## config.mk

```make
export PLATFORM = sky130hd
export DESIGN_NAME = sid_spi_port
export DESIGN_NICKNAME = d
export VERILOG_FILES = /design/src/include/sid_pkg.sv /design/src/rtl/sid_spi_port.sv
export SDC_FILE = /design/constraint.sdc
export NUM_CORES = 1
export LEC_CHECK = 0
export BUFFER_PORTS_ARGS = -buffer_cell sky130_fd_sc_hd__buf_2
export CORE_MARGIN = 3
export CORE_UTILIZATION = 57
export DETAILED_ROUTE_END_ITERATION = 8
export PLACE_DENSITY = 0.86
export REMOVE_ABC_BUFFERS = 1
export SYNTH_ARGS = -nofsm -noshare
export SYNTH_HDL_FRONTEND = slang
export SYNTH_SLANG_ARGS = --single-unit
```

## constraint.sdc

```tcl
create_clock -name sys_clk_in -period 2.9 [get_ports sys_clk_in]
set_input_delay 0.145 -clock sys_clk_in [delete_from_list [all_inputs] [get_ports sys_clk_in]]
set_output_delay 0.145 -clock sys_clk_in [all_outputs]
set_load 0.05 [all_outputs]
```

## src/include/sid_pkg.sv

```systemverilog
// shared constants and the state type of the serial port with rate divider
package sid_pkg;
   // register indices; byte address is four times the index
   localparam logic [13:0] SID_DATA_IDX = 14'h0f60;
   localparam logic [13:0] SID_CTRL_IDX = 14'h0f61;
   localparam logic [13:0] SID_STAT_IDX = 14'h0f62;
   localparam logic [13:0] SID_FMT_IDX = 14'h0f63;
   localparam logic [13:0] SID_DIV_IDX = 14'h0f64;
   localparam logic [15:0] SID_DATA_ADDR = {SID_DATA_IDX, 2'h0};
   localparam logic [15:0] SID_CTRL_ADDR = {SID_CTRL_IDX, 2'h0};
   localparam logic [15:0] SID_STAT_ADDR = {SID_STAT_IDX, 2'h0};
   localparam logic [15:0] SID_FMT_ADDR = {SID_FMT_IDX, 2'h0};
   localparam logic [15:0] SID_DIV_ADDR = {SID_DIV_IDX, 2'h0};
   // control register fields
   localparam int SID_IE_BIT = 7;
   localparam int SID_FORCE_BIT = 6;
   localparam int SID_TIMER_BIT = 5;
   localparam int SID_PHASE_BIT = 4;
   localparam int SID_POL_BIT = 3;
   localparam int SID_OD_BIT = 2;
   localparam int SID_CTLR_BIT = 1;
   localparam int SID_EN_BIT = 0;
   // status register fields
   localparam int SID_PEND_BIT = 7;
   localparam int SID_OVR_BIT = 6;
   localparam int SID_ABT_BIT = 4;
   localparam int SID_BUSY_BIT = 1;
   localparam int SID_SEL_BIT = 0;
   // format register: character length field position
   localparam int SID_LEN_LSB = 2;
   localparam logic [3:0] SID_FULL_CHAR = 4'h8;
   // bus responses
   localparam logic [1:0] SID_RESP_OKAY = 2'h0;
   localparam logic [1:0] SID_RESP_SLVERR = 2'h2;
   // pin slots of the open-drain generate loop
   localparam int SID_NPINS = 4;
   localparam int SID_PIN_SCK = 0;
   localparam int SID_PIN_SS = 1;
   localparam int SID_PIN_MISO = 2;
   localparam int SID_PIN_MOSI = 3;

   // whole state of the port
   typedef struct packed {
      logic [7:0] ctrl;        // port_control_reg
      logic [2:0] fmt_len;     // char_length_field, 0 means eight
      logic [15:0] div;        // rate_divider reload value
      logic [7:0] sr;          // shift_data_reg
      logic pend;              // pending-event flag
      logic write_overrun_flag;               // write_overrun_flag
      logic early_end_flag;               // early_end_flag
      logic busy;              // transfer in progress
      logic [4:0] cnt;         // edges (controller) or bits (peripheral)
      logic [15:0] div_cnt;    // rate divider down counter
      logic sck_lvl;           // driven serial clock level
      logic tx_bit;            // bit presented on the data out pin
      logic sck_prev;          // last sampled clock pin
      logic ss_prev_n;         // last sampled select pin
      logic irq;               // request pulse to interrupt controller
      logic aw_ok;
      logic [15:0] aw_addr;
      logic w_ok;
      logic [31:0] w_data;
      logic [3:0] w_strb;
      logic bvalid;
      logic [1:0] bresp;
      logic rvalid;
      logic [31:0] rdata;
      logic [1:0] rresp;
   } sid_state_type;

   localparam sid_state_type SID_STATE_RST = '{ss_prev_n: 1'b1, default: '0};
endpackage

```

## src/rtl/sid_spi_port.sv

```systemverilog
// serial port: interrupts, rate divider, shift data and control registers
//
// The AXI4-Lite slave port was chosen for this implementation.
`timescale 1ns/1ps
// How it works
// [RULE1] request raised after every finished character
// [RULE2] character length one to eight bits
// [RULE3] peripheral raises per character, select held low
// [RULE4] peripheral select release mid-character raises event
// [RULE5] writing one clears pending flag, withdraws request
// [RULE6] software must clear pending for further requests
// [RULE7] force bit sets pending; clear returns it
// [RULE8] disabled port with timer enable interrupts
// [RULE9] timer time-out leaves pending flag alone
// [RULE10] divider counts clocks with 16-bit reload
// [RULE11] bit rate is clock over twice reload
// [RULE12] zero reload acts as 65536
// [RULE13] timer period equals reload clock periods
// [RULE14] data read shows shift register, msb first
// [RULE15] controller write starts; peripheral write preloads
// [RULE16] write during transfer discarded, sets overrun
// [RULE17] transmit left justified, receive right justified
// [RULE18] enable bit seven gates all requests
// [RULE19] timer enable ignored while port enabled
// [RULE20] bit four phase, bit three idle level
// [RULE21] bit two makes all pins open-drain
// [RULE22] bit one controller mode, bit zero enable
// [RULE23] phase and polarity choose drive/sample edges
// [RULE24] abort sets flags; restart from bit seven
// [RULE25] request on pending set or timer time-out
module sid_spi_port
   import sid_pkg::*;
(
   input wire logic sys_clk_in,             // system clock, 10 MHz
   input wire logic resetn_in,              // asynchronous reset, active low
   input wire logic clk_en_in,              // freezes all state while low
   input wire logic axi_awvalid_in,         // write address valid
   output logic axi_awready_out,            // write address ready
   input wire logic [15:0] axi_awaddr_in,   // write byte address
   input wire logic axi_wvalid_in,          // write data valid
   output logic axi_wready_out,             // write data ready
   input wire logic [31:0] axi_wdata_in,    // write data
   input wire logic [3:0] axi_wstrb_in,     // write byte strobes
   output logic axi_bvalid_out,             // write response valid
   input wire logic axi_bready_in,          // write response ready
   output logic [1:0] axi_bresp_out,        // write response code
   input wire logic axi_arvalid_in,         // read address valid
   output logic axi_arready_out,            // read address ready
   input wire logic [15:0] axi_araddr_in,   // read byte address
   output logic axi_rvalid_out,             // read data valid
   input wire logic axi_rready_in,          // read data ready
   output logic [31:0] axi_rdata_out,       // read data
   output logic [1:0] axi_rresp_out,        // read response code
   input wire logic sck_in,                 // serial clock pin level
   output logic sck_out,                    // serial clock drive value
   output logic sck_oe_out,                 // serial clock drive enable
   input wire logic ss_n_in,                // select pin level, active low
   output logic ss_n_out,                   // select drive value
   output logic ss_n_oe_out,                // select drive enable
   input wire logic miso_in,                // peripheral-to-controller pin level
   output logic miso_out,                   // its drive value
   output logic miso_oe_out,                // its drive enable
   input wire logic mosi_in,                // controller-to-peripheral pin level
   output logic mosi_out,                   // its drive value
   output logic mosi_oe_out,                // its drive enable
   output logic irq_req_out                 // one-cycle request to interrupt controller
);

   sid_state_type st;        // registered state
   sid_state_type next_st;   // next state

   // decoded control fields
   logic en, ctlr, phase, pol, od, ie;
   logic [3:0] len;          // character length in bits
   logic [15:0] reload_m1;   // reload minus one, wraps zero to 65535
   logic div_tick;           // divider reached its end
   logic tmr_fire;           // general timer time-out
   logic wr_go, wr_hit, rd_hit;
   logic wr_data, wr_ctrl, wr_stat, wr_fmt, wr_div;
   logic ctl_start;          // controller transfer starts
   logic [31:0] rd_word;     // read mux
   logic sel, sck_edge, lead;
   logic p_sample, p_tx, abort;
   logic [4:0] c_edge;       // index of the clock edge about to happen
   logic c_sample, c_tx, c_last;
   logic sample_bit;
   logic [SID_NPINS-1:0] pin_lvl, pin_drv, pin_out, pin_oe;

   assign en = st.ctrl[SID_EN_BIT];          // see [RULE22]
   assign ctlr = st.ctrl[SID_CTLR_BIT];      // see [RULE22]
   assign phase = st.ctrl[SID_PHASE_BIT];    // see [RULE20]
   assign pol = st.ctrl[SID_POL_BIT];        // see [RULE20]
   assign od = st.ctrl[SID_OD_BIT];
   assign ie = st.ctrl[SID_IE_BIT];
   // zero in the field stands for a full byte
   assign len = (st.fmt_len == 3'h0) ? SID_FULL_CHAR : {1'b0, st.fmt_len}; // see [RULE2]
   // zero reload minus one gives 65535, so the count lasts 65536 clocks
   assign reload_m1 = st.div - 16'h0001;     // see [RULE12]
   assign div_tick = (st.div_cnt == 16'h0000);
   // timer enable only matters with the port off
   assign tmr_fire = ~en & st.ctrl[SID_TIMER_BIT] & div_tick; // see [RULE19]

   // bus decode: a write completes once both address and data are held
   assign wr_go = st.aw_ok & st.w_ok & ~st.bvalid;
   assign wr_data = wr_go & st.w_strb[0] & (st.aw_addr == SID_DATA_ADDR);
   assign wr_ctrl = wr_go & st.w_strb[0] & (st.aw_addr == SID_CTRL_ADDR);
   assign wr_stat = wr_go & st.w_strb[0] & (st.aw_addr == SID_STAT_ADDR);
   assign wr_fmt = wr_go & st.w_strb[0] & (st.aw_addr == SID_FMT_ADDR);
   assign wr_div = wr_go & (st.aw_addr == SID_DIV_ADDR);
   assign wr_hit = (st.aw_addr == SID_DATA_ADDR) | (st.aw_addr == SID_CTRL_ADDR) |
                   (st.aw_addr == SID_STAT_ADDR) | (st.aw_addr == SID_FMT_ADDR) |
                   (st.aw_addr == SID_DIV_ADDR);
   assign ctl_start = wr_data & ~st.busy & en & ctlr; // see [RULE15]

   // peripheral side: pins are synchronous, so edges come from one stored sample
   assign sel = ~ss_n_in;
   assign sck_edge = (sck_in != st.sck_prev);
   assign lead = (st.sck_prev == pol);       // clock leaving its idle level
   // phase 0 samples on the leading edge, phase 1 on the trailing one
   assign p_sample = en & ~ctlr & sel & sck_edge & (lead ^ phase);  // see [RULE23]
   assign p_tx = en & ~ctlr & sel & sck_edge & ~(lead ^ phase);     // see [RULE23]
   // select released while a character is only partly moved
   assign abort = en & ~ctlr & st.busy & ss_n_in & ~st.ss_prev_n; // see [RULE4]

   // controller side: odd edges lead, even edges trail
   assign c_edge = 5'(st.cnt + 5'h01);
   assign c_sample = en & ctlr & st.busy & div_tick & (c_edge[0] ^ phase); // see [RULE23]
   assign c_tx = en & ctlr & st.busy & div_tick & ~(c_edge[0] ^ phase);
   assign c_last = (c_edge == {len, 1'b0});
   assign sample_bit = ctlr ? miso_in : mosi_in;

   // read mux, reserved bits read as zero
   always_comb begin
      rd_hit = 1'b1;
      rd_word = 32'h0000_0000;
      if (axi_araddr_in == SID_DATA_ADDR) begin
         rd_word = {24'h00_0000, st.sr};  // see [RULE14]
      end else if (axi_araddr_in == SID_CTRL_ADDR) begin
         rd_word = {24'h00_0000, st.ctrl};
      end else if (axi_araddr_in == SID_STAT_ADDR) begin
         rd_word[SID_PEND_BIT] = st.pend;
         rd_word[SID_OVR_BIT] = st.write_overrun_flag;
         rd_word[SID_ABT_BIT] = st.early_end_flag;
         rd_word[SID_BUSY_BIT] = st.busy;
         rd_word[SID_SEL_BIT] = ss_n_in;
      end else if (axi_araddr_in == SID_FMT_ADDR) begin
         rd_word[SID_LEN_LSB +: 3] = st.fmt_len;
      end else if (axi_araddr_in == SID_DIV_ADDR) begin
         rd_word = {16'h0000, st.div};
      end else begin
         rd_hit = 1'b0;   // unmapped: slave error, zero data
      end
   end

   // next-state logic: bus first, then register effects, engine last so its sets win
   always_comb begin
      next_st = st;
      next_st.sck_prev = sck_in;
      next_st.ss_prev_n = ss_n_in;
      // write address and data are taken independently
      if (axi_awvalid_in & axi_awready_out) begin
         next_st.aw_ok = 1'b1;
         next_st.aw_addr = axi_awaddr_in;
      end
      if (axi_wvalid_in & axi_wready_out) begin
         next_st.w_ok = 1'b1;
         next_st.w_data = axi_wdata_in;
         next_st.w_strb = axi_wstrb_in;
      end
      if (st.bvalid & axi_bready_in) begin
         next_st.bvalid = 1'b0;
      end
      if (wr_go) begin
         next_st.aw_ok = 1'b0;
         next_st.w_ok = 1'b0;
         next_st.bvalid = 1'b1;
         next_st.bresp = wr_hit ? SID_RESP_OKAY : SID_RESP_SLVERR;
      end
      // read answer registered on the same edge that takes the address
      if (axi_arvalid_in & axi_arready_out) begin
         next_st.rvalid = 1'b1;
         next_st.rdata = rd_word;
         next_st.rresp = rd_hit ? SID_RESP_OKAY : SID_RESP_SLVERR;
      end else if (st.rvalid & axi_rready_in) begin
         next_st.rvalid = 1'b0;
      end
      // register writes
      if (wr_ctrl) begin
         next_st.ctrl = st.w_data[7:0];
         // the force bit is sticky until the pending flag is cleared
         next_st.ctrl[SID_FORCE_BIT] = st.ctrl[SID_FORCE_BIT] | st.w_data[SID_FORCE_BIT];
         if (st.w_data[SID_FORCE_BIT] & st.w_data[SID_EN_BIT]) begin
            next_st.pend = 1'b1;  // see [RULE7]
         end
      end
      if (wr_stat) begin
         if (st.w_data[SID_PEND_BIT]) begin
            next_st.pend = 1'b0;                 // see [RULE5]
            next_st.ctrl[SID_FORCE_BIT] = 1'b0;  // see [RULE7]
         end
         if (st.w_data[SID_OVR_BIT]) begin
            next_st.write_overrun_flag = 1'b0;
         end
         if (st.w_data[SID_ABT_BIT]) begin
            next_st.early_end_flag = 1'b0;
         end
      end
      if (wr_fmt) begin
         next_st.fmt_len = st.w_data[SID_LEN_LSB +: 3];
      end
      // the divider takes two byte lanes
      if (wr_div & st.w_strb[0]) begin
         next_st.div[7:0] = st.w_data[7:0];     // see [RULE10]
      end
      if (wr_div & st.w_strb[1]) begin
         next_st.div[15:8] = st.w_data[15:8];   // see [RULE10]
      end
      if (wr_data) begin
         if (st.busy) begin
            next_st.write_overrun_flag = 1'b1;   // data kept as it was, see [RULE16]
         end else begin
            next_st.sr = st.w_data[7:0];  // peripheral just preloads, see [RULE15]
         end
      end
      if (ctl_start) begin
         next_st.busy = 1'b1;
         next_st.cnt = 5'h00;
         next_st.div_cnt = reload_m1;
         next_st.sck_lvl = pol;
         if (!phase) begin
            next_st.tx_bit = st.w_data[7];  // phase 0 shows bit 7 before the first edge
         end
      end
      // engine
      if (!en) begin
         // flags hold reset values while off; a write that enables with force keeps its set
         next_st.busy = 1'b0;
         next_st.cnt = 5'h00;
         if (!next_st.ctrl[SID_EN_BIT]) begin
            next_st.pend = 1'b0;
            next_st.write_overrun_flag = 1'b0;
            next_st.early_end_flag = 1'b0;
         end
         next_st.sck_lvl = pol;
         // general timer: period of reload clocks, pending flag untouched
         if (st.ctrl[SID_TIMER_BIT] && !div_tick) begin
            next_st.div_cnt = 16'(st.div_cnt - 16'h0001);  // see [RULE13]
         end else begin
            next_st.div_cnt = reload_m1;  // see [RULE8]
         end
      end else if (ctlr) begin
         if (st.busy) begin
            if (div_tick) begin
               // each half bit lasts reload clocks, so a bit takes twice that
               next_st.div_cnt = reload_m1;     // see [RULE11]
               next_st.sck_lvl = ~st.sck_lvl;
               next_st.cnt = c_edge;
               if (c_sample) begin
                  // received bits enter at bit 0, see [RULE17]
                  next_st.sr = {st.sr[6:0], sample_bit};  // see [RULE14]
               end
               if (c_tx) begin
                  next_st.tx_bit = st.sr[7];
               end
               if (c_last) begin
                  next_st.busy = 1'b0;
                  next_st.cnt = 5'h00;
                  next_st.pend = 1'b1;  // see [RULE1]
               end
            end else begin
               next_st.div_cnt = 16'(st.div_cnt - 16'h0001);  // see [RULE10]
            end
         end else if (!ctl_start) begin
            next_st.sck_lvl = pol;  // idle level, see [RULE20]
         end
      end else begin
         next_st.sck_lvl = pol;
         if (abort) begin
            // next select presents bit 7 again through the idle preset
            next_st.early_end_flag = 1'b1;    // see [RULE24]
            next_st.pend = 1'b1;   // see [RULE4]
            next_st.busy = 1'b0;
            next_st.cnt = 5'h00;
         end else begin
            // busy only from the first sampled bit, so the trailing edge after a
            // finished character cannot turn a clean release into an abort
            if (p_sample) begin
               next_st.busy = 1'b1;  // see [RULE4]
            end
            if (p_tx || !st.busy) begin
               next_st.tx_bit = st.sr[7];  // see [RULE24]
            end
            if (p_sample) begin
               next_st.sr = {st.sr[6:0], mosi_in};  // see [RULE17]
               next_st.cnt = c_edge;
               // select may stay low; counting restarts each character
               if (c_edge == {1'b0, len}) begin
                  next_st.busy = 1'b0;
                  next_st.cnt = 5'h00;
                  next_st.pend = 1'b1;  // see [RULE3]
               end
            end
         end
      end
      // request pulse: a fresh pending flag or a timer time-out, gated by enable
      next_st.irq = ie & ((next_st.pend & ~st.pend) | tmr_fire);  // see [RULE25] [RULE18] [RULE9]
   end

   // single state register; clock enable freezes everything
   always_ff @(posedge sys_clk_in or negedge resetn_in) begin
      if (!resetn_in) begin
         st <= SID_STATE_RST;
      end else if (clk_en_in) begin
         st <= next_st;
      end
   end

   // pin drive: controller owns clock, select, data out; peripheral owns miso when selected
   assign pin_lvl[SID_PIN_SCK] = st.sck_lvl;
   assign pin_drv[SID_PIN_SCK] = en & ctlr;
   assign pin_lvl[SID_PIN_SS] = ~st.busy;
   assign pin_drv[SID_PIN_SS] = en & ctlr;
   assign pin_lvl[SID_PIN_MISO] = st.tx_bit;
   assign pin_drv[SID_PIN_MISO] = en & ~ctlr & sel;
   assign pin_lvl[SID_PIN_MOSI] = st.tx_bit;
   assign pin_drv[SID_PIN_MOSI] = en & ctlr;

   // open-drain only pulls low; a high is left to the pull-up
   genvar gi;
   generate
      for (gi = 0; gi < SID_NPINS; gi++) begin : g_pin
         assign pin_out[gi] = od ? 1'b0 : pin_lvl[gi];                  // see [RULE21]
         assign pin_oe[gi] = pin_drv[gi] & (~od | ~pin_lvl[gi]);       // see [RULE21]
      end
   endgenerate

   assign sck_out = pin_out[SID_PIN_SCK];
   assign sck_oe_out = pin_oe[SID_PIN_SCK];
   assign ss_n_out = pin_out[SID_PIN_SS];
   assign ss_n_oe_out = pin_oe[SID_PIN_SS];
   assign miso_out = pin_out[SID_PIN_MISO];
   assign miso_oe_out = pin_oe[SID_PIN_MISO];
   assign mosi_out = pin_out[SID_PIN_MOSI];
   assign mosi_oe_out = pin_oe[SID_PIN_MOSI];

   // bus handshakes; one write and one read held at a time
   assign axi_awready_out = ~st.aw_ok & ~st.bvalid;
   assign axi_wready_out = ~st.w_ok & ~st.bvalid;
   assign axi_bvalid_out = st.bvalid;
   assign axi_bresp_out = st.bresp;
   assign axi_arready_out = ~st.rvalid;
   assign axi_rvalid_out = st.rvalid;
   assign axi_rdata_out = st.rdata;
   assign axi_rresp_out = st.rresp;
   assign irq_req_out = st.irq;
endmodule // sid_spi_port

```

==> results of run 1 <==
-- cell usage in the layout, fill, tap and decap left out, types with 8 or more instances in the layout --
master,netlist,routed
nand4_1,9,9
a22o_1,9,9
or3_1,9,9
nand2_1,66,66
nor2_1,49,49
nor2b_1,8,8
nor4_1,8,8
nand2b_1,10,10
a21oi_1,39,39
nand3_1,19,19
xor2_1,10,10
o211ai_1,10,10
nor3_1,23,23
clkbuf_16,0,17
a2bb2oi_1,10,10
inv_1,21,21
dfrtp_1,120,120
o21ai_0,53,53
xnor2_1,19,19
dlygate4sd3_1,0,38
mux2i_1,15,15
buf_2,8,92
buf_4,38,29
a31oi_1,13,13
conb_1,1,18
mux2_2,54,54
o22a_1,9,9
-- timing repair --
item                                   CTS  global route
hold buffers                            38             0
gates resized for setup                  0             0
endpoints found under the hold margin   84             0
-- power groups by stage --
| stage | clock [mW] | combinational [mW] | sequential [mW] |
|---|---|---|---|
| detailed placement | 0 | 1.16 | 2.37 |
| global route | 2.35 | 1.36 | 2.44 |
| floorplan | 0 | 0.804 | 2.32 |
| finish | 2.28 | 1.28 | 2.41 |
| CTS | 2.23 | 1.22 | 2.36 |
| global placement | 0 | 1.13 | 2.36 |
-- kinds of logic after synthesis --
| kind of cell | share of synthesized area (%) |
|---|---|
| AND/OR/NAND/NOR | 18.36 |
| AO/OA/AOI/OAI | 19.89 |
| flip-flops | 40.63 |
| buffers and inverters | 6.982 |
| multiplexers | 10.17 |
| XOR/XNOR | 3.407 |
| adder cells (fa/ha/maj) | 0.5036 |
| other | 0.05030 |
-- how the worst max path moves through the flow --
stage | end
finish | st[104]$_DFFE_PN0P_
global route | st[125]$_DFFE_PN0P_
CTS | st[98]$_DFFE_PN0P_
detailed placement | st[98]$_DFFE_PN0P_
global placement | st[97]$_DFFE_PN0P_
floorplan | st[38]$_DFFE_PN0P_
-- metrics by stage --
step	power, mW	setup WS, ns	hold WS [ns]	setup TNS [ns]
after CTS	5.812	0.3507	0.005871	0
after global routing	6.148	0.1454	0.01449	0
final	5.972	0.2190	0.005711	0
after global placement	3.488	0.4432	0.2116	0
after floorplan	3.120	-0.03503	-0.1506	-0.3503
after detailed placement	3.535	0.3884	0.2072	0
-- layout make-up --
class,instances,area (um2)
clock buffer,19,452.9
clock inverter,13,168.9
fill,904,3740
inverter,21,78.83
multi-input combinational,585,3979
sequential,121,3029
tap,172,215.2
timing repair buffer,159,1059
-- critical path: stages (launching register included) --
cell       delay, ns
dfrtp_1         0.44
inv_1           0.10
ha_1            0.38
nand4_1         0.26
buf_4           0.26
o211ai_1        0.51
o21ai_0         0.22
o2bb2ai_1       0.20
a21o_1          0.19
-- per-layer routing --
metal	vias up	GRT usage, %
li1	3097	-
met1	3301	40.84
met2	505	47.08
met3	167	10.24
met4	0	19.55
met5	-	0
==> impl_metrics.ini, run 1 <==
[die]
die_area_um2 = 14490
io_pins = 130
die_x_um = 120.4
rows = 41
fp.dieH_um = 120.4
initial_core_util_pct = 58.60
core_area_um2 = 12720

[logic_synthesis]
yosysMostFrequentCell = dfrtp_1
syn_area_per_cell_um2 = 9.472
synthTopCellsByArea = dfrtp_1 40%, mux2_2 8.2%, buf_4 3.8%, o21ai_0 3.6%, nand2_1 3.3%
ys_ff_latch = 121
synth_common_cells = 120 x dfrtp_1, 66 x nand2_1, 54 x mux2_2
async_reset_ff_share_pct = 100.0
synth_top_area_share_pct = 40.28
synth_area_um2 = 7455
synth_ff_type = dfrtp_1
ys_types = 79
synth_seq_area_share_pct = 40.63
synth_edf_count = 0
yosys_warnings = 0
syn_inst = 787
yosysTopAreaCell = dfrtp_1

[grt]
antenna_found_initial = 0
grtUsageTotal_pct = 31.90
grt_overflow_total = 0
grt_start_max_net_pins = 51
grt_pass1_wl_um = 36010
grt_pass1_vias = 6733

[drt]
drtIter0Drc = 852
viasPerCell = 6.486
routedWlPerCell_um = 21.19
drc = 0
dr.pass1.iters = 9
final_antenna_net_count = 0
wl_met2_um = 10030
dr_total_vias = 7070
m1WireLength_um = 8767
top_layer = met4
dr_wl_met3_um = 2634
finalWirelength_um = 23090

[timing]
rsz0062_at_grt = no
hold_viol_final = 0
finClkSkew_ns = 0.01555
relSlewSlack_pct = 40.60
fin_crit_sh_pct = 92.45
timing.fmax_mhz = 373.0
setup_viol = 0
tightest_slew_ns = 0.8911
period_needed_ns = 2.681
drv_slew = 0

[cells_and_area]
post-route-util_pct = 70.60
fin_nets = 988
instances_no_fill = 1090
areaGrowthSynthToFinish_pct = 20.49
largest_reg_flops = 92
final_layout_size_suffix_gt1_share_pct = 25.60
num_antenna_cells = 0
fin_area_um2 = 8982
top_register = st

[placed_design]
placed_cells = 1020
io_buffers = 93
dpl.hpwl_um = 14490
gp_congestion = 0.9749
dpl_cell_area_um2 = 7980

[worst_setup_path]
reg2reg_depth = 8
end_kind = flop
crit_start = st[97]$_DFFE_PN0P_
worstPathMaxFanout = 11
r2r-start = st[97]$_DFFE_PN0P_
worstPathArrival_ns = 3.00
crit_path_start_kind = flop
crit_required_ns = 3.22
r2r_setup_slack_ns = 0.22
worstSetupPathType = reg2reg
regToRegEndpoint = st[104]$_DFFE_PN0P_

[clock_tree]
post_cts_buffers = 0
cts_tree = done
cts_root_buf = clkbuf_16
clock_latency_ns = 0.44
cts_made_buffers = 17
cts_buffer_depth = 2
clkTransAtPathRegs_ns = 0.06
htree_levels = 4
clkSinkCount = 121

[power]
pwr-share-clk_pct = 38.1
cell_internal_pwr_mw = 3.961
power_density_nw_per_um2 = 664.8
switching_share_pct = 33.67
combPwrFrac_pct = 21.4
peakVddDrop_v = 0.0005747
p_seq_share_pct = 40.4
p_leak_nw = 4.051
p_sw_mw = 2.011

[outcome]
outcome = completed

[hold_path]
whs_path_depth = 2
min_to = st[94]$_DFFE_PN0P_
worstHoldPathType = in2reg
hold_start = sck_in

[job]
cap_viol_max_count = 0
Note: power is estimated with default switching activity, not from simulation.
==> inputs of run 2 (changes only) <==
--- a/config.mk
+++ b/config.mk
@@ -9,6 +9,7 @@
 export CORE_MARGIN = 3
 export CORE_UTILIZATION = 57
 export DETAILED_ROUTE_END_ITERATION = 8
+export HOLD_SLACK_MARGIN = 0.1
 export PLACE_DENSITY = 0.86
 export REMOVE_ABC_BUFFERS = 1
 export SYNTH_ARGS = -nofsm -noshare
==> run 2 against run 1 <==
Effect of this change: sequential power hardly changed; critical path depth is 1 lower; clock skew is 0.0019 ns lower; total power hardly changed; die area stayed put; sequential share of layout area is 0.15 points lower; combinational power hardly changed; final area is 0.45% higher; first-iteration DRC count is 3.5% lower; global-route usage is 0.071 points higher; utilization is 0.31 points higher; routed wire length hardly changed.
==> impl_metrics.ini, run 2 (same netlist as run 1, synthesis figures left out) <==
[cells_and_area]
multi_input_area_um2 = 3979
post-route-util_pct = 70.92
final_cell_mix = 120 x dfrtp_1, 92 x buf_2, 66 x nand2_1
final_layout_size_suffix_gt1_share_pct = 25.49
num_antenna_cells = 0
final_common_cell = dfrtp_1
fin_nets = 992
regArea_um2 = 3029
top_register = st
largest_reg_flops = 92
fillers = 899
areaGrowthSynthToFinish_pct = 21.03

[die]
die_x_um = 120.4
core_area_um2 = 12720
die_area_um2 = 14490
rows = 41
fp.dieH_um = 120.4
initial_core_util_pct = 58.60
io_pins = 130

[clock_tree]
cts_buffer_depth = 2
clkTransAtPathRegs_ns = 0.06
clock_latency_ns = 0.44
cts_made_buffers = 17
clkSinkCount = 121
cts_root_buf = clkbuf_16
cts_resized = 0
htree_levels = 4
cts_tree = done

[worst_setup_path]
reg2reg_depth = 7
worstPathArrival_ns = 3.03
crit_required_ns = 3.21
end_kind = flop
worstPathMaxFanout = 11
worstSetupPathType = reg2reg
crit_path_start_kind = flop

[placed_design]
pre_cts_ws_ns = 0.3884
io_buffers = 93
gp_congestion = 0.9749
dpl.hpwl_um = 14490

[drt]
finalWirelength_um = 23100
final_antenna_net_count = 0
dr_total_vias = 7067
drc = 0
routedWlPerCell_um = 21.11
viasPerCell = 6.460
dr.pass1.iters = 7
drtIter0Drc = 822

[power]
power_density_nw_per_um2 = 661.8
total_power_mw = 5.971
p_leak_nw = 4.068
peakVddDrop_v = 0.0005736

[job]
cap_viol_max_count = 0

[timing]
finClkSkew_ns = 0.01370
fin_crit_sh_pct = 93.86
setup_viol = 0
drv_slew = 0
rsz0062_at_grt = no
timing.fmax_mhz = 367.4
tightest_slew_ns = 0.9368
relSlewSlack_pct = 37.55
period_needed_ns = 2.722
setup_ws_ns = 0.1781
hold_viol_final = 0

[grt]
grt_pass1_vias = 6765
grt_start_max_net_pins = 51
antenna_found_initial = 0
grtUsageTotal_pct = 31.97
grt_pass1_wl_um = 36080
grt_overflow_total = 0

[hold_path]
worstHoldPathType = in2reg
whs_path_depth = 4

[outcome]
outcome = completed
==> run 2: worst paths after layout <==
path                                           endpoint  slack [ns]                    startpoint
hold reg to reg            axi_rdata_out[7]$_DFFE_PN0P_        0.49  axi_rdata_out[7]$_DFFE_PN0P_
max in group asynchronous                od$_DFFE_PN0P_        1.73                     resetn_in
hold / removal                      st[122]$_DFFE_PN0P_        0.11                       mosi_in
setup / recovery                     st[98]$_DFFE_PN0P_        0.18            st[97]$_DFFE_PN0P_
setup reg to reg                     st[98]$_DFFE_PN0P_        0.18            st[97]$_DFFE_PN0P_
min in group asynchronous           st[117]$_DFFE_PN0P_        0.27                     resetn_in
==> run 2: critical path: stages (launching register included) <==
cell	delay (ns)
dfrtp_1	0.44
inv_1	0.09
ha_1	0.34
and4_1	0.29
a21oi_1	0.75
nor3_1	0.14
or3_1	0.40
a2bb2oi_1	0.15
==> run 2: what timing repair did <==
action,4_1_cts,5_1_grt
setup buffers,0,0
endpoints found under the setup margin,0,0
hold endpoints to repair,88,0
hold buffers,42,0
==> run 2: per-stage QoR <==
stage | instance area (um2) | cells | hold WS, ns | setup TNS [ns]
after floorplan | 7077 | 727 | -0.1506 | -0.3503
after global placement | 7980 | 1020 | 0.2116 | 0
after detailed placement | 7980 | 1020 | 0.2072 | 0
after CTS | 9022 | 1094 | 0.1009 | 0
after global routing | 9022 | 1094 | 0.1265 | 0
final | 9022 | 1094 | 0.1052 | 0
==> run 2: layout make-up <==
| type | instances | share of cell area [%] |
|---|---|---|
| multi-input combinational | 585 | 44.10 |
| sequential | 121 | 33.57 |
| timing repair buffer | 163 | 12.18 |
| clock buffer | 19 | 5.020 |
| tap | 172 | 2.385 |
| clock inverter | 13 | 1.872 |
| inverter | 21 | 0.8737 |
==> run 2: power by group <==
group / total [mW] / leakage, nW / internal [mW] / switching, mW
Sequential: 2.41 / 1.50 / 2.02 / 0.392
Clock: 2.27 / 0.304 / 1.40 / 0.868
Combinational: 1.29 / 2.26 / 0.543 / 0.747
Total: 5.97 / 4.07 / 3.96 / 2.01
==> run 2: routing by layer <==
layer | share of wire (%) | vias to the layer above | track usage [%]
met5 | 0 | - | 0
met3 | 12 | 135 | 10.15
met1 | 37 | 3292 | 40.78
met2 | 44 | 537 | 47.47
li1 | - | 3103 | -
met4 | 6.4 | 0 | 19.55
